<file path="src/verilog/cii_pkg.sv">
// Package of constants for the interrupt CPU interface control and completion block
package cii_pkg;

  // Register offsets on the memory-mapped port (byte addresses)
  localparam logic [15:0] CII_OFF_CONTROL     = 16'h0000;
  localparam logic [15:0] CII_OFF_BINPOINT    = 16'h0008;
  localparam logic [15:0] CII_OFF_END_OF_INT  = 16'h0010;
  localparam logic [15:0] CII_OFF_ALIAS_BP    = 16'h001C;
  localparam logic [15:0] CII_OFF_ALIAS_EOI   = 16'h0024;
  localparam logic [15:0] CII_OFF_DEACTIVATE  = 16'h1000;

  // Control register field positions, secure or single-state view
  localparam int CII_BIT_GRP0_EN      = 0;
  localparam int CII_BIT_GRP1_EN      = 1;
  localparam int CII_BIT_FAST_ROUTE   = 3;
  localparam int CII_BIT_COMMON_BP    = 4;
  localparam int CII_BIT_FAST_BYP_DIS = 5;
  localparam int CII_BIT_SPLIT_S      = 9;
  localparam int CII_BIT_SPLIT_NS     = 10;

  // Reset values
  localparam logic       CII_RST_FIELD = 1'h0;
  localparam logic [2:0] CII_RST_BP    = 3'h2;
  localparam logic [31:0] CII_RD_ZERO  = 32'h0000_0000;

  // Identifier layout and binary point limit
  localparam logic [9:0] CII_ID_SPECIAL_MIN = 10'h3FC;
  localparam logic [9:0] CII_ID_SGI_MAX     = 10'h00F;
  localparam logic [2:0] CII_BP_MAX         = 3'h7;

endpackage : cii_pkg

</file>
<file path="src/verilog/cii_id_if.sv">
// Interface carrying a written word to the identifier decoder and back
interface cii_id_if;
  logic [31:0] raw;
  logic [23:0] interrupt_identifier;
  logic        special;

  modport dec (input raw, output interrupt_identifier, output special);
  modport usr (output raw, input interrupt_identifier, input special);
endinterface : cii_id_if

</file>
<file path="src/verilog/cii_cpu_iface.sv">
// Interrupt CPU interface: control fields, completion and deactivate handling
module cii_cpu_iface
  import cii_pkg::*;
#(
  parameter bit TWO_SEC = 1'b1,   // Two security states present
  parameter bit LEGACY  = 1'b1    // Legacy bypass lines supported
) (
  input  wire logic        mclk_i,
  input  wire logic        resetn_i,
  input  wire logic        wr_en_i,
  input  wire logic        rd_en_i,
  input  wire logic [15:0] addr_i,
  input  wire logic [31:0] wdata_i,
  input  wire logic        nonsecure_i,
  input  wire logic        id_group1_i,
  input  wire logic        sre_el1_i,
  input  wire logic        grp0_pending_i,
  input  wire logic        grp1_pending_i,
  input  wire logic        bypass_fiq_i,
  input  wire logic        hp_active_secure_i,
  output logic      [31:0] rdata_o,
  output logic             rd_valid_o,
  output logic             irq_o,
  output logic             fiq_o,
  output logic             drop_o,
  output logic             deact_o,
  output logic             group1_o,
  output logic      [23:0] int_id_o,
  output logic             clr_s_highest_o,
  output logic             clr_ns_highest_o,
  output logic             sys_err_o,
  output logic      [2:0]  grp0_bp_o,
  output logic      [2:0]  grp1_bp_o
);

  ////////////////////////////////////////////////////////////////////////////////
  // Identifier decode

  cii_id_if id_if ();

  assign id_if.raw = wdata_i;

  cii_id_decode u_dec (
    .id_if (id_if)
  );

  ////////////////////////////////////////////////////////////////////////////////
  // State

  logic        grp0_en_reg,   grp0_en_next;
  logic        grp1_en_reg,   grp1_en_next;
  logic        route_reg,     route_next;
  logic        cbp_reg,       cbp_next;
  logic        bypdis_reg,    bypdis_next;
  logic        split_s_reg,   split_s_next;
  logic        split_ns_reg,  split_ns_next;
  logic [2:0]  bp_s_reg,      bp_s_next;
  logic [2:0]  bp_ns_reg,     bp_ns_next;
  logic [31:0] rdata_reg,     rdata_next;
  logic        rvalid_reg,    rvalid_next;
  logic        irq_reg,       irq_next;
  logic        fiq_reg,       fiq_next;
  logic        drop_reg,      drop_next;
  logic        deact_reg,     deact_next;
  logic        grp1_reg,      grp1_next;
  logic [23:0] id_reg,        id_next;
  logic        clr_s_reg,     clr_s_next;
  logic        clr_ns_reg,    clr_ns_next;
  logic        err_reg,       err_next;
  logic [2:0]  bp0_reg,       bp0_next;
  logic [2:0]  bp1_reg,       bp1_next;

  logic        ns_acc;
  logic        split_acc;
  logic        hit_ctl;
  logic        hit_bp;
  logic        hit_abp;
  logic        hit_eoi;
  logic        hit_dir;
  logic        eff_bypdis;
  logic        fast_sig;
  logic [2:0]  bp_inc;

  // Security of the access; a single-state part treats all as secure
  assign ns_acc    = TWO_SEC && nonsecure_i;
  assign split_acc = ns_acc ? split_ns_reg : split_s_reg;
  assign hit_ctl   = (addr_i == CII_OFF_CONTROL);
  assign hit_bp    = (addr_i == CII_OFF_BINPOINT);
  assign hit_abp   = (addr_i == CII_OFF_ALIAS_BP);
  assign hit_eoi   = (addr_i == CII_OFF_END_OF_INT) ||
                     (TWO_SEC && addr_i == CII_OFF_ALIAS_EOI);          // alias
  assign hit_dir   = (addr_i == CII_OFF_DEACTIVATE);
  // Without legacy lines the disable reads as one and cannot be cleared
  assign eff_bypdis = LEGACY ? bypdis_reg : 1'b1;
  assign bp_inc    = (bp_s_reg == CII_BP_MAX) ? CII_BP_MAX : 3'(bp_s_reg + 3'h1);
  assign fast_sig  = grp0_en_reg && route_reg;

  ////////////////////////////////////////////////////////////////////////////////
  // Control and binary point registers, read path

  always_comb begin
    grp0_en_next  = grp0_en_reg;
    grp1_en_next  = grp1_en_reg;
    route_next    = route_reg;
    cbp_next      = cbp_reg;
    bypdis_next   = bypdis_reg;
    split_s_next  = split_s_reg;
    split_ns_next = split_ns_reg;
    bp_s_next     = bp_s_reg;
    bp_ns_next    = bp_ns_reg;
    rdata_next    = CII_RD_ZERO;
    rvalid_next   = rd_en_i;
    if (wr_en_i && hit_ctl) begin
      if (ns_acc) begin
        // Non-secure view holds only its own enable and mode bit
        grp1_en_next  = wdata_i[CII_BIT_GRP0_EN];
        split_ns_next = wdata_i[CII_BIT_SPLIT_S];
      end else begin
        grp0_en_next  = wdata_i[CII_BIT_GRP0_EN];
        grp1_en_next  = wdata_i[CII_BIT_GRP1_EN];
        route_next    = wdata_i[CII_BIT_FAST_ROUTE];
        cbp_next      = wdata_i[CII_BIT_COMMON_BP];
        bypdis_next   = wdata_i[CII_BIT_FAST_BYP_DIS];
        split_s_next  = wdata_i[CII_BIT_SPLIT_S];
        if (TWO_SEC) begin
          split_ns_next = wdata_i[CII_BIT_SPLIT_NS];
        end
      end
    end
    if (wr_en_i && hit_bp) begin
      if (!ns_acc) begin
        bp_s_next = wdata_i[2:0];
      end else if (!cbp_reg) begin
        bp_ns_next = wdata_i[2:0];                                       // dropped if common
      end
    end
    if (wr_en_i && hit_abp && !ns_acc) begin
      bp_ns_next = wdata_i[2:0];
    end
    if (rd_en_i && hit_ctl) begin
      if (ns_acc) begin
        rdata_next[CII_BIT_GRP0_EN] = grp1_en_reg;
        rdata_next[CII_BIT_SPLIT_S] = split_ns_reg;
      end else begin
        rdata_next[CII_BIT_GRP0_EN]      = grp0_en_reg;
        rdata_next[CII_BIT_GRP1_EN]      = grp1_en_reg;                  // bit 2 stays zero
        rdata_next[CII_BIT_FAST_ROUTE]   = route_reg;
        rdata_next[CII_BIT_COMMON_BP]    = cbp_reg;
        rdata_next[CII_BIT_FAST_BYP_DIS] = eff_bypdis;
        rdata_next[CII_BIT_SPLIT_S]      = split_s_reg;
        rdata_next[CII_BIT_SPLIT_NS]     = TWO_SEC ? split_ns_reg : 1'b0;
      end
    end
    if (rd_en_i && hit_bp) begin
      if (ns_acc && cbp_reg) begin
        rdata_next[2:0] = bp_inc;
      end else begin
        rdata_next[2:0] = ns_acc ? bp_ns_reg : bp_s_reg;
      end
    end
    if (rd_en_i && hit_abp && !ns_acc) begin
      rdata_next[2:0] = bp_ns_reg;
    end
  end

  // Registering only; reset clears every control field
  always_ff @(posedge mclk_i) begin
    if (!resetn_i) begin
      grp0_en_reg  <= CII_RST_FIELD;
      grp1_en_reg  <= CII_RST_FIELD;
      route_reg    <= CII_RST_FIELD;
      cbp_reg      <= CII_RST_FIELD;
      bypdis_reg   <= CII_RST_FIELD;
      split_s_reg  <= CII_RST_FIELD;
      split_ns_reg <= CII_RST_FIELD;
      bp_s_reg     <= CII_RST_BP;
      bp_ns_reg    <= CII_RST_BP;
      rdata_reg    <= CII_RD_ZERO;
      rvalid_reg   <= 1'b0;
    end else begin
      grp0_en_reg  <= grp0_en_next;
      grp1_en_reg  <= grp1_en_next;
      route_reg    <= route_next;
      cbp_reg      <= cbp_next;
      bypdis_reg   <= bypdis_next;
      split_s_reg  <= split_s_next;
      split_ns_reg <= split_ns_next;
      bp_s_reg     <= bp_s_next;
      bp_ns_reg    <= bp_ns_next;
      rdata_reg    <= rdata_next;
      rvalid_reg   <= rvalid_next;
    end
  end

  ////////////////////////////////////////////////////////////////////////////////
  // Line signaling and preemption point selection

  always_comb begin
    irq_next = (grp1_en_reg && grp1_pending_i) ||
               (grp0_en_reg && !route_reg && grp0_pending_i);
    if (fast_sig) begin
      fiq_next = grp0_pending_i;
    end else if (sre_el1_i) begin
      fiq_next = bypass_fiq_i;                                           // field ignored
    end else begin
      fiq_next = bypass_fiq_i && !eff_bypdis;
    end
    bp0_next = bp_s_reg;
    bp1_next = cbp_reg ? bp_s_reg : bp_ns_reg;
  end

  // Registering only, so the lines change a cycle after their cause
  always_ff @(posedge mclk_i) begin
    if (!resetn_i) begin
      irq_reg <= 1'b0;
      fiq_reg <= 1'b0;
      bp0_reg <= CII_RST_BP;
      bp1_reg <= CII_RST_BP;
    end else begin
      irq_reg <= irq_next;
      fiq_reg <= fiq_next;
      bp0_reg <= bp0_next;
      bp1_reg <= bp1_next;
    end
  end

  ////////////////////////////////////////////////////////////////////////////////
  // Completion and deactivate writes; ids are assumed acknowledged earlier

  always_comb begin
    drop_next   = 1'b0;
    deact_next  = 1'b0;
    grp1_next   = grp1_reg;
    id_next     = id_reg;
    clr_s_next  = 1'b0;
    clr_ns_next = 1'b0;
    err_next    = 1'b0;
    if (wr_en_i && hit_dir) begin
      if (split_acc) begin
        deact_next = 1'b1;                                               // no drop
        id_next    = id_if.interrupt_identifier;
        grp1_next  = ns_acc;
      end else begin
        err_next = 1'b1;
      end
    end
    if (wr_en_i && hit_eoi && !id_if.special) begin
      if (TWO_SEC && !ns_acc && id_group1_i) begin
        err_next   = 1'b1;
        clr_s_next = hp_active_secure_i;
      end else if (ns_acc && !id_group1_i && split_s_reg) begin
        err_next    = 1'b1;
        clr_ns_next = !hp_active_secure_i;
      end else begin
        drop_next  = 1'b1;
        deact_next = !split_acc;
        id_next    = id_if.interrupt_identifier;
        grp1_next  = ns_acc;
      end
    end
  end

  // Registering only; event outputs are one-cycle pulses
  always_ff @(posedge mclk_i) begin
    if (!resetn_i) begin
      drop_reg   <= 1'b0;
      deact_reg  <= 1'b0;
      grp1_reg   <= 1'b0;
      id_reg     <= 24'h00_0000;
      clr_s_reg  <= 1'b0;
      clr_ns_reg <= 1'b0;
      err_reg    <= 1'b0;
    end else begin
      drop_reg   <= drop_next;
      deact_reg  <= deact_next;
      grp1_reg   <= grp1_next;
      id_reg     <= id_next;
      clr_s_reg  <= clr_s_next;
      clr_ns_reg <= clr_ns_next;
      err_reg    <= err_next;
    end
  end

  ////////////////////////////////////////////////////////////////////////////////
  // Outputs, all from flip-flops

  assign rdata_o          = rdata_reg;
  assign rd_valid_o       = rvalid_reg;
  assign irq_o            = irq_reg;
  assign fiq_o            = fiq_reg;
  assign drop_o           = drop_reg;
  assign deact_o          = deact_reg;
  assign group1_o         = grp1_reg;
  assign int_id_o         = id_reg;
  assign clr_s_highest_o  = clr_s_reg;
  assign clr_ns_highest_o = clr_ns_reg;
  assign sys_err_o        = err_reg;
  assign grp0_bp_o        = bp0_reg;
  assign grp1_bp_o        = bp1_reg;

endmodule : cii_cpu_iface

</file>
<file path="src/verilog/cii_id_decode.sv">
// Identifier decoder for completion and deactivate writes
module cii_id_decode
  import cii_pkg::*;
(
  cii_id_if.dec id_if
);

  logic [9:0] low_id;

  // Reserved upper bits are dropped; source field kept only for software interrupts
  always_comb begin
    low_id        = id_if.raw[9:0];
    id_if.interrupt_identifier   = 24'h00_0000;                          // [31:24] dropped
    id_if.interrupt_identifier[9:0] = low_id;                            // [23:13] reserved zero
    if (low_id <= CII_ID_SGI_MAX) begin
      id_if.interrupt_identifier[12:10] = id_if.raw[12:10];              // source interface
    end else begin
      id_if.interrupt_identifier[12:10] = 3'h0;
    end
    id_if.special = (low_id >= CII_ID_SPECIAL_MIN);       // 1020..1023
  end

endmodule : cii_id_decode

</file>
<file path="config.mk">
export PLATFORM = sky130hd
export DESIGN_NAME = cii_cpu_iface
export DESIGN_NICKNAME = d
export VERILOG_FILES = /design/src/verilog/cii_pkg.sv /design/src/verilog/cii_id_if.sv /design/src/verilog/cii_cpu_iface.sv /design/src/verilog/cii_id_decode.sv
export SDC_FILE = /design/constraint.sdc
export NUM_CORES = 1
export LEC_CHECK = 0
export BUFFER_PORTS_ARGS = -buffer_cell sky130_fd_sc_hd__buf_2
export CORE_UTILIZATION = 48
export CTS_BUF_LIST = sky130_fd_sc_hd__clkbuf_4 sky130_fd_sc_hd__clkbuf_8
export CTS_CLUSTER_DIAMETER = 30
export DETAILED_ROUTE_END_ITERATION = 7
export PLACE_DENSITY_LB_ADDON = 0.15
export SYNTH_ARGS = -nofsm -noshare
export SYNTH_HDL_FRONTEND = slang
export SYNTH_SLANG_ARGS = --single-unit
</file>
<file path="constraint.sdc">
create_clock -name mclk_i -period 2.1 [get_ports mclk_i]
set_input_delay 0 -clock mclk_i [delete_from_list [all_inputs] [get_ports mclk_i]]
set_output_delay 0 -clock mclk_i [all_outputs]
set_load 0.01 [all_outputs]
</file>
Word level (Yosys, flattened, before mapping)
Cells that the tools add are included.
{"block": "op_classes", "n_addsub": 1, "muxes": 40, "n_eq_ne": 7, "n_bitwise": 5, "reduce_logical": 40, "n_lt_le_gt_ge": 2}
{"cell": "two-way mux 24 bit", "n": 5}
{"cell": "two-way mux 3 bit", "n": 11}
{"cell": "== test 16 x 5 -> 1 bit, second input constant", "n": 2}
{"cell": "two-way mux 1 bit", "n": 23}
{"cell": "logical AND 1 bit", "n": 20}
{"cell": "== test 16 x 13 -> 1 bit, second input constant", "n": 1}
{"cell": "== test 16 x 4 -> 1 bit, second input constant", "n": 1}
{"cell": "== test 16 x 6 -> 1 bit, second input constant", "n": 1}
{"cell": "logical NOT 16 bit", "n": 1}
{"cell": ">= comparator 10 bit, second input constant", "n": 1}
{"cell": "less-or-equal comparator 10 x 4 -> 1 bit, second input constant", "n": 1}
{"cell": "logical NOT 1 bit", "n": 7}
{"cell": "AND reduction 2 bit", "n": 3}
{"cell": "AND reduction 3 bit", "n": 2}
{"cell": "OR reduction 3 bit", "n": 2}
{"cell": "NOT 1 bit", "n": 5}
{"cell": "nonzero test 2 bit", "n": 2}
{"cell": "OR reduction 4 bit", "n": 1}
{"cell": "adder 3 x 1 -> 3 bit, second input constant", "n": 1}
{"cell": "== test 3 bit, second input constant", "n": 1}
{"cell": "logical OR 1 bit", "n": 2}
{"cell": "two-way mux 2 bit", "n": 1}
{"cell": "!= test 2 x 1 -> 1 bit, second input constant", "n": 1}
{"block": "word_totals", "input_bits": 59, "regBits": 84, "wordCells": 120}

Logic depth before layout (Yosys ltp)
Gate-level depths: netlist (run 1).
{"block": "logic_depth", "word_depth": 7, "ltp_mapped": 8, "ltp_nobuf": 6}

Hierarchy
Synthesis (run 1) repeated with hierarchy kept, for this count alone.
{"block": "unflattened", "cells_unflattened": 346, "area_unflattened_um2": 3007.9}
{"mod": "cii_cpu_iface", "area_per_inst_um2": 2795.2, "cells_each": 316, "n_inst": 1}
{"mod": "cii_id_decode", "area_per_inst_um2": 212.7, "cells_each": 30, "n_inst": 1}

Worst setup path before layout (run 1)
OpenSTA, ideal clock, no wires.
{"block": "synth_timing", "kind": "reg2reg", "startpoint": "register split_s_reg", "endpoint": "register id_reg[10], in the netlist int_id_o[10]", "arrival_time_ns": 1.483, "setup_time_ns": 0.141, "stages_incl_launch_ff": 8, "path_buffers": 2, "synth_period_minus_slack_ns": 1.624, "setup_slack_ns": 0.476, "path_cell_list": "dfxtp_1 nand3b_1 o21ai_1 or4_4 buf_6 buf_6 nand3_2 a21oi_2"}
{"block": "synth_via", "elab_chain_cells": 6, "elab_cells_between_ends": 7, "classes_between": "6 x mux; 1 x reduce/logical"}
{"element": "start, declared", "line": "cii_cpu_iface.sv:55", "text": "logic split_s_reg, split_s_next;"}
{"element": "start signal, assigned", "line": "cii_cpu_iface.sv:186", "text": "split_s_reg <= split_s_next;"}
{"element": "two-way mux 1 bit", "line": "cii_cpu_iface.sv:86", "text": "assign split_acc = ns_acc ? split_ns_reg : split_s_reg;"}
{"element": "two-way mux 24 bit", "line": "cii_cpu_iface.sv:239", "text": "if (split_acc) begin"}
{"element": "two-way mux 24 bit", "line": "cii_cpu_iface.sv:238", "text": "if (wr_en_i && hit_dir) begin"}
{"element": "two-way mux 24 bit", "line": "cii_cpu_iface.sv:251", "text": "end else if (ns_acc && !id_group1_i && split_s_reg) begin"}
{"element": "two-way mux 24 bit", "line": "cii_cpu_iface.sv:248", "text": "if (TWO_SEC && !ns_acc && id_group1_i) begin"}
{"element": "two-way mux 24 bit (*)", "line": "cii_cpu_iface.sv:247", "text": "if (wr_en_i && hit_eoi && !id_if.special) begin"}
{"element": "end signal, assigned", "line": "cii_cpu_iface.sv:277", "text": "id_reg <= id_next;"}
{"element": "end, declared", "line": "cii_cpu_iface.sv:66", "text": "logic [23:0] id_reg, id_next;"}
Every way passes the cells marked *; elsewhere a longest branch is shown, timed or not.
A chain may end at the register's enable or synchronous reset.

Worst setup path after layout (run 1)
{"block": "layout_timing", "startpoint": "register split_s_reg", "endpoint": "register grp1_reg, in the netlist group1_o"}
{"block": "layout_via", "elab_chain_cells": 6, "elab_cells_between_ends": 7, "classes_between": "6 x mux; 1 x reduce/logical"}
{"element": "two-way mux 1 bit", "line": "cii_cpu_iface.sv:86"}
{"element": "two-way mux 1 bit", "line": "cii_cpu_iface.sv:239"}
{"element": "two-way mux 1 bit", "line": "cii_cpu_iface.sv:238"}
{"element": "two-way mux 1 bit", "line": "cii_cpu_iface.sv:251"}
{"element": "two-way mux 1 bit", "line": "cii_cpu_iface.sv:248"}
{"element": "two-way mux 1 bit (*)", "line": "cii_cpu_iface.sv:247"}
{"element": "end signal, assigned", "line": "cii_cpu_iface.sv:276", "text": "grp1_reg <= grp1_next;"}
{"element": "end, declared", "line": "cii_cpu_iface.sv:65", "text": "logic grp1_reg, grp1_next;"}
Marked as above.

==> impl_metrics.env, run 1 <==
export IMPL_run_status="finished, final reports clean"
export IMPL_start_kind="register"
export IMPL_synth_edf_count=0
export IMPL_clockPowerShare_pct=43.1
export IMPL_num_rows=27
export IMPL_reg2regPathDepth=5
export IMPL_post_cts_buffers=0
export IMPL_die_area_mm2=0.00611
export IMPL_grt_antenna_before_repair=0
export IMPL_initial_core_util_pct=50.2
export IMPL_async_reset_ff_share_pct=0
export IMPL_fin_crit_sh_pct=84.6
export IMPL_placed_area_mm2=0.00317
export IMPL_die_y_um=78.1
export IMPL_antenna_cells=0
export IMPL_cts_root_buf="clkbuf_8"
export IMPL_cp_max_fo=16
export IMPL_required_ns=2.29
export IMPL_ys_seq_area_share_pct=43.2
export IMPL_gp_congestion=0.822
export IMPL_combPwrFrac_pct=8.2
export IMPL_htree_levels=3
export IMPL_hold_path_class="primary input to register"
export IMPL_dp_hpwl_um=4460
export IMPL_io_pins=130
export IMPL_rrSetupSlack_ns=0.32
export IMPL_end_kind="register"
export IMPL_reg2reg_from="split_s_reg"
export IMPL_netlist_cell_type_count=49
export IMPL_drive_above_1_share_pct=35.6
export IMPL_avgSynthCellArea_um2=9.50
export IMPL_synth_area_leaders="dfxtp_1, buf_4, mux2i_1, a21oi_2, nand3_2"
export IMPL_yosysTopAreaCellShare_pct=43.2
export IMPL_numCtsBuffers=9
export IMPL_hold_depth=3
export IMPL_cts_buffer_depth=2
export IMPL_syn2layout_area_growth_pct=27.4
export IMPL_vias=2393
export IMPL_ys_ff_latch=60
export IMPL_synth_most_common_cell="dfxtp_1"
export IMPL_setup_tns_ns=0
export IMPL_cts_sinks=60
export IMPL_ctsResizeCount=0
export IMPL_power_density_mw_per_mm2=666
export IMPL_fin_skew_ns=0.00741
export IMPL_grt_max_degree=29
export IMPL_netlist_instances=293
export IMPL_slew_viol_final=0
export IMPL_wl_per_cell_um=13.6
export IMPL_p_total_uw=2360
export IMPL_drc_errors=0
export IMPL_power_leakage_uw=0.00158
export IMPL_slew_headroom_pct=57.9
export IMPL_cts_tree="done"
export IMPL_intPower_uw=1790
export IMPL_gr_usage_all_layers_pct=22.2
export IMPL_drv_cap=0
export IMPL_crit_arrival_ns=1.97
export IMPL_final_nets=459
export IMPL_r2r_end="group1_o"
export IMPL_clk_latency_ns=0.34
export IMPL_hold_viol_final=0
export IMPL_clk_pin_slew_ns=0.06
export IMPL_period_needed_ns=1.78
export IMPL_design_area_mm2=0.00354
export IMPL_yosys_area_top_type="dfxtp_1"
export IMPL_grt_pass1_vias=2238
export IMPL_grt_pass1_wl_um=10500
export IMPL_ir_worst_vdd_mv=0.371
export IMPL_dr_pass1_iters=4
export IMPL_min_to="rd_valid_o"
export IMPL_criticalPathCategory="register to register"
export IMPL_largest_reg_flops=24
export IMPL_drtIter0Drc=97
export IMPL_fmax_ghz=0.563
export IMPL_synth_main_ff_cell="dfxtp_1"
export IMPL_core_mm2=0.00554
export IMPL_yosysWarnings=0
export IMPL_port_buffers=86
export IMPL_swShare_pct=24.1
export IMPL_setup_viol=0
export IMPL_hold_start="rd_en_i"
export IMPL_ant_nets=0
export IMPL_synthTopCellsByCount="dfxtp_1, buf_4, nor2_1"
export IMPL_p_seq_share_pct=48.7
export IMPL_worst_pin_slew_ns=0.631
export IMPL_die_width_um=78.1
export IMPL_rsz0062_at_grt="false"
export IMPL_power_switching_uw=569
export IMPL_routed_wl_um=6490
export IMPL_grt_ovfl_total=0
export IMPL_vias_per_cell=5.03
export IMPL_syn_area_mm2=0.00278
cell type report:
| type | count | area, um2 |
|---|---|---|
| clock inverters | 5 | 52.6 |
| inverters | 8 | 30.0 |
| multi-input cells | 210 | 1380 |
| well taps | 72 | 90.1 |
| flip-flops and latches | 60 | 1200 |
| repair buffers | 110 | 656 |
| fillers | 495 | 2000 |
| clock buffers | 11 | 139 |
routing by layer:
metal,wire [um],track usage (%),vias to the layer above
li1,-,-,1212
met1,2900,26.3,1095
met2,3150,38.8,75
met3,308,3.95,11
met4,127,10.6,0
met5,0,0,-
logic make-up after synthesis:
family / synth area share [%]
buf+inv: 10.5
fa+ha+maj: 0.450
flops: 43.2
mux: 5.89
other cells: 0.135
simple gates: 26.6
compound gates: 13.3
worst max-delay path: stages, from the launching register on:
cell	delay, ns
dfxtp_1	0.34
nand3b_1	0.11
o21ai_1	0.16
or4_4	0.73
mux2i_1	0.20
a31oi_1	0.09
through the flow:
step	setup slack (ns)	hold slack [ns]	util, %	std cells
global placement	0.184	0.191	57.3	442
floorplan	0.476	0.0732	-	316
finish	0.324	0.0228	64.0	476
CTS	0.308	0.0171	64.0	476
global route	0.191	0.0574	64.0	476
detailed placement	0.194	0.189	57.3	442
layout by cell type, fill, tap and decap left out, types with 4 or more instances in the layout:
master | Yosys | routed
nor4_1 | 7 | 7
nand3_2 | 10 | 10
dfxtp_1 | 60 | 60
a21oi_1 | 6 | 6
o21ai_0 | 7 | 7
o21ai_1 | 13 | 13
nand4_1 | 6 | 6
mux2i_1 | 13 | 13
and3_1 | 12 | 12
nand2_1 | 16 | 16
nor2_1 | 22 | 22
buf_4 | 24 | 6
o211ai_1 | 4 | 4
dlygate4sd3_1 | 0 | 18
inv_1 | 7 | 7
a21oi_2 | 13 | 13
clkbuf_8 | 0 | 9
conb_1 | 1 | 24
and2_1 | 6 | 6
nand3_1 | 8 | 8
nor3_1 | 7 | 7
buf_2 | 5 | 86
power groups by stage:
stage	Combinational (uW)	Sequential, uW	Clock (uW)
6_report	193	1150	1020
5_1_grt	211	1150	1080
4_1_cts	191	1150	1030
3_5_place_dp	166	1180	0
3_3_place_gp	165	1180	0
2_1_floorplan	115	1180	0
worst max-delay path by stage:
stage / start / slack [ns] / to
after floorplan: split_s_reg / 0.48 / int_id_o[10]
after global placement: addr_i[7] / 0.18 / int_id_o[4]
after detailed placement: addr_i[7] / 0.19 / int_id_o[2]
after CTS: split_s_reg / 0.31 / group1_o
after global routing: wdata_i[5] / 0.19 / clr_ns_highest_o
final: split_s_reg / 0.32 / group1_o
timing repair:
action	in CTS	in global routing
hold buffers	18	0
setup endpoints to repair	0	0
hold endpoints to repair	24	0
Note: power is estimated with default switching activity, not from simulation.
==> run 2, diff against run 1 <==
Settings changed: CORE_UTILIZATION 48 to 43.
Clock period 2.1 ns to 1.45 ns, I/O delays scaled along.
==> impl_metrics.env, run 2 (same netlist as run 1, synthesis figures left out) <==
export IMPL_grt_ovfl_total=0
export IMPL_required_ns=1.68
export IMPL_drv_cap=0
export IMPL_vias=2630
export IMPL_criticalPathCategory="register to register"
export IMPL_cts_sinks=60
export IMPL_placed_area_mm2=0.00348
export IMPL_start_kind="register"
export IMPL_port_buffers=86
export IMPL_hold_viol_final=0
export IMPL_setup_viol=26
export IMPL_nFillCells=501
export IMPL_io_pins=130
export IMPL_wl_per_cell_um=14.4
export IMPL_dp_hpwl_um=5120
export IMPL_run_status="finished, violations left"
export IMPL_power_leakage_uw=0.00184
export IMPL_grt_pass1_vias=2376
export IMPL_power_density_mw_per_mm2=873
export IMPL_drc_errors=0
export IMPL_hold_path_class="primary input to register"
export IMPL_initial_core_util_pct=45.6
export IMPL_dr_pass1_iters=4
export IMPL_vias_per_cell=5.05
export IMPL_die_y_um=82.4
export IMPL_period_needed_ns=1.61
export IMPL_numCtsBuffers=9
export IMPL_ant_nets=0
export IMPL_syn2layout_area_growth_pct=47.9
export IMPL_fmax_ghz=0.623
export IMPL_fin_crit_sh_pct=111
export IMPL_grt_antenna_before_repair=0
export IMPL_num_rows=28
export IMPL_fin_ws_ns=-0.156
export IMPL_design_area_mm2=0.00412
export IMPL_failed_checks="setup timing"
export IMPL_layout_common_cells="buf_2, dfxtp_1, buf_4"
export IMPL_mostFrequentLayoutCell="buf_2"
export IMPL_final_util_pct=67.5
export IMPL_rsz0062_at_grt="true"
export IMPL_die_width_um=82.4
export IMPL_htree_levels=3
export IMPL_end_kind="register"
export IMPL_final_nets=501
export IMPL_core_mm2=0.00610
export IMPL_ir_worst_vdd_mv=0.564
export IMPL_slew_viol_final=0
export IMPL_cp_max_fo=11
export IMPL_regArea_mm2=0.00121
export IMPL_cts_buffer_depth=2
export IMPL_die_area_mm2=0.00680
export IMPL_gr_usage_all_layers_pct=22.5
export IMPL_clk_latency_ns=0.33
export IMPL_crit_arrival_ns=1.83
export IMPL_antenna_cells=0
export IMPL_routed_wl_um=7480
export IMPL_cts_tree="done"
export IMPL_fin_skew_ns=0.00573
export IMPL_cts_root_buf="clkbuf_8"
export IMPL_drive_above_1_share_pct=47.8
export IMPL_clk_pin_slew_ns=0.07
export IMPL_largest_reg_flops=24
export IMPL_grt_pass1_wl_um=11300
export IMPL_gp_congestion=0.809
export IMPL_multi_input_area_mm2=0.00155
export IMPL_drtIter0Drc=82
export IMPL_grt_max_degree=23
[run 2: power by group]
group          internal (uW)  switching, uW  total, uW
logic                    164            195        360
registers               1660           8.48       1660
clock network            890            678       1570
[run 2: area by class of cell]
class / instances / area share, %
clock inverters: 5 / 1.43
flip-flops and latches: 60 / 29.3
multi-input cells: 210 / 37.6
inverters: 8 / 0.729
clock buffers: 11 / 3.68
well taps: 75 / 2.28
repair buffers: 152 / 24.9
[run 2: repair_timing]
item                                   CTS  global route
setup buffers                            3             2
gates resized for setup                  8            27
hold buffers                            19             0
gates cloned                             2             0
setup endpoints to repair               16            31
pin swaps                               10            22
endpoints found under the hold margin   18             0
[run 2: worst paths after layout]
path	startpoint	to	slack, ns	cells after the start
setup / recovery	split_s_reg	int_id_o[15]	-0.16	7
hold / removal	rd_en_i	rd_valid_o	0.04	3
setup reg to reg	split_s_reg	int_id_o[15]	-0.16	7
hold reg to reg	int_id_o[4]	int_id_o[4]	0.47	2
[run 2: routing by layer]
| layer | up-vias | GRT usage [%] | wire (um) |
|---|---|---|---|
| met3 | 17 | 4.95 | 412 |
| met5 | - | 0 | 0 |
| li1 | 1304 | - | - |
| met4 | 0 | 10.4 | 165 |
| met1 | 1218 | 28.1 | 3370 |
| met2 | 91 | 36.8 | 3530 |
[run 2: critical path: stages, from the launching register on]
cell	delay, ns
dfxtp_4	0.36
nand3b_1	0.17
o21ai_4	0.09
buf_6	0.13
nor4b_4	0.31
buf_4	0.19
nor2_4	0.06
and3_1	0.19
[run 2: per-stage QoR]
step           hold slack, ns  total power, uW  cells  setup TNS [ns]  setup slack, ns
6_report               0.0351             3590    521           -2.83           -0.156
5_1_grt                0.0615             3710    521           -4.33           -0.206
4_1_cts                0.0227             3600    519           -2.94           -0.159
3_5_place_dp            0.186             2000    479           -3.99           -0.264
3_3_place_gp            0.185             2000    479           -3.58           -0.220
2_1_floorplan          0.0732             1880    316          -0.322          -0.0363
==> run 3, diff against run 2 <==
Settings changed: ABC_AREA from default to 1, CORE_UTILIZATION 43 to 44, TNS_END_PERCENT from default to 1.
==> impl_metrics.env, run 3 <==
export IMPL_netlist_instances=398
export IMPL_power_density_mw_per_mm2=952
export IMPL_vias=2691
export IMPL_setup_viol=0
export IMPL_drive_above_1_share_pct=28.7
export IMPL_io_pins=130
export IMPL_nFillCells=631
export IMPL_grt_pass1_wl_um=11300
export IMPL_ant_nets=0
export IMPL_layout_common_cells="nand2_1, buf_2, dfxtp_1"
export IMPL_netlist_cell_type_count=33
export IMPL_fin_ws_ns=0.0643
export IMPL_hold_path_class="primary input to register"
export IMPL_clk_pin_slew_ns=0.07
export IMPL_clk_latency_ns=0.35
export IMPL_slew_viol_final=0
export IMPL_end_kind="register"
export IMPL_design_area_mm2=0.00384
export IMPL_core_mm2=0.00642
export IMPL_final_util_pct=59.8
export IMPL_htree_levels=3
export IMPL_run_status="finished, violations left"
export IMPL_numCtsBuffers=9
export IMPL_period_needed_ns=1.39
export IMPL_dp_hpwl_um=4740
export IMPL_dr_pass1_iters=6
export IMPL_vias_per_cell=4.52
export IMPL_cts_sinks=60
export IMPL_cp_max_fo=2
export IMPL_regArea_mm2=0.00120
export IMPL_drc_errors=10
export IMPL_routed_wl_um=6640
export IMPL_yosysWarnings=0
export IMPL_largest_reg_flops=24
export IMPL_die_area_mm2=0.00703
export IMPL_synthTopCellsByCount="nand2_1, dfxtp_1, nor2_1"
export IMPL_hold_viol_final=0
export IMPL_crit_arrival_ns=1.68
export IMPL_die_width_um=83.9
export IMPL_ys_ff_latch=60
export IMPL_fin_crit_sh_pct=95.6
export IMPL_cts_tree="done"
export IMPL_num_rows=29
export IMPL_gr_usage_all_layers_pct=20.5
export IMPL_power_leakage_uw=0.00191
export IMPL_port_buffers=86
export IMPL_die_y_um=83.9
export IMPL_setup_tns_ns=0
export IMPL_drtIter0Drc=128
export IMPL_grt_pass1_vias=2491
export IMPL_drv_cap=0
export IMPL_grt_antenna_before_repair=0
export IMPL_yosys_area_top_type="dfxtp_1"
export IMPL_grt_ovfl_total=0
export IMPL_yosysTopAreaCellShare_pct=40.7
export IMPL_cts_buffer_depth=2
export IMPL_fmax_ghz=0.722
export IMPL_failed_checks="DRC"
export IMPL_synth_edf_count=0
export IMPL_async_reset_ff_share_pct=0
export IMPL_synth_main_ff_cell="dfxtp_1"
export IMPL_multi_input_area_mm2=0.00140
export IMPL_syn2layout_area_growth_pct=30.3
export IMPL_criticalPathCategory="register to register"
export IMPL_gp_congestion=0.829
export IMPL_p_total_uw=3660
export IMPL_wl_per_cell_um=11.1
export IMPL_start_kind="register"
export IMPL_syn_area_mm2=0.00295
export IMPL_synth_most_common_cell="nand2_1"
export IMPL_fin_skew_ns=0.00666
export IMPL_avgSynthCellArea_um2=7.41
export IMPL_antenna_cells=0
export IMPL_required_ns=1.74
export IMPL_initial_core_util_pct=45.9
export IMPL_post_cts_buffers=0
export IMPL_grt_max_degree=28
export IMPL_mostFrequentLayoutCell="nand2_1"
export IMPL_cts_root_buf="clkbuf_8"
export IMPL_synth_area_leaders="dfxtp_1, nand2_1, nor2_1, buf_4, inv_1"
export IMPL_placed_area_mm2=0.00335
export IMPL_detailedPlace_worstSlack_ns=0.0891
export IMPL_ys_seq_area_share_pct=40.7
export IMPL_ir_worst_vdd_mv=0.520
export IMPL_rsz0062_at_grt="false"
export IMPL_final_nets=574
run 3: cell count changes after synthesis, sizes merged, moves of 4 or more:
cell    delta
o211ai     -4
a21oi      -4
and3      -11
nor2      +54
nor4      -11
and2       -6
nand2     +87
mux2i     -13
inv       +36
nand3      +4
run 3: area by class of cell:
class	count	share of cell area, %
tap	77	2.51
clock buffer	12	3.97
clock inverter	4	1.89
sequential	60	31.3
timing repair buffer	118	19.5
multi-input combinational	281	36.5
inverter	44	4.36
run 3: repair_timing:
item                                   CTS  global route
resized for setup                        0             4
setup endpoints to repair                0            14
hold buffers                            25             0
endpoints found under the hold margin   22             0
run 3: worst max-delay path: stages, from the launching register on:
cell and delay (ns):
dfxtp_1 0.34, inv_2 0.05, nor3_2 0.16, inv_2 0.07, nor3_2 0.15, dlygate4sd3_1 0.57
run 3: power by group:
group          total (uW)  switching [uW]  internal (uW)  leakage, uW
clock network        1730             678           1050     0.000113
logic                 277             164            113      0.00132
registers            1650           0.593           1650     0.000484
run 3: stage by stage:
stage               hold WS [ns]  cells
floorplan                 0.0780    421
global placement           0.177    555
detailed placement         0.179    555
CTS                      0.00311    596
global route              0.0192    596
finish                   0.00419    596
run 3: kinds of logic (layout without fill, tap and decap cells):
logic type               count (synthesis)  after routing  share of synthesized area, %
flip-flops                              60             60                          40.7
AO/OA/AOI/OAI                           37             37                          6.83
AND/OR/NAND/NOR                        219            219                          36.7
adder cells (fa/ha/maj)                  1              1                         0.424
buffers and inverters                   80            178                          15.2
other                                    1             24                         0.127
run 3: per-layer routing:
layer | vias to the layer above | wire length (um) | track usage, % | part of all wire, %
met1 | 1177 | 3070 | 26.0 | 46
met3 | 14 | 335 | 5.44 | 5.0
met4 | 0 | 162 | 10.0 | 2.4
met2 | 80 | 3070 | 32.1 | 46
li1 | 1420 | - | - | -
met5 | - | 0 | 0 | 0
run 3: path summary, 6_finish.rpt:
kind | start | endpoint | slack, ns | cells past startpoint
worst max-delay path | split_s_reg | clr_ns_highest_o | 0.06 | 5
worst min-delay path | wdata_i[5] | bypdis_reg | 0.004 | 3
worst max register to register | split_s_reg | clr_ns_highest_o | 0.06 | 5
worst min register to register | int_id_o[13] | int_id_o[13] | 0.43 | 2
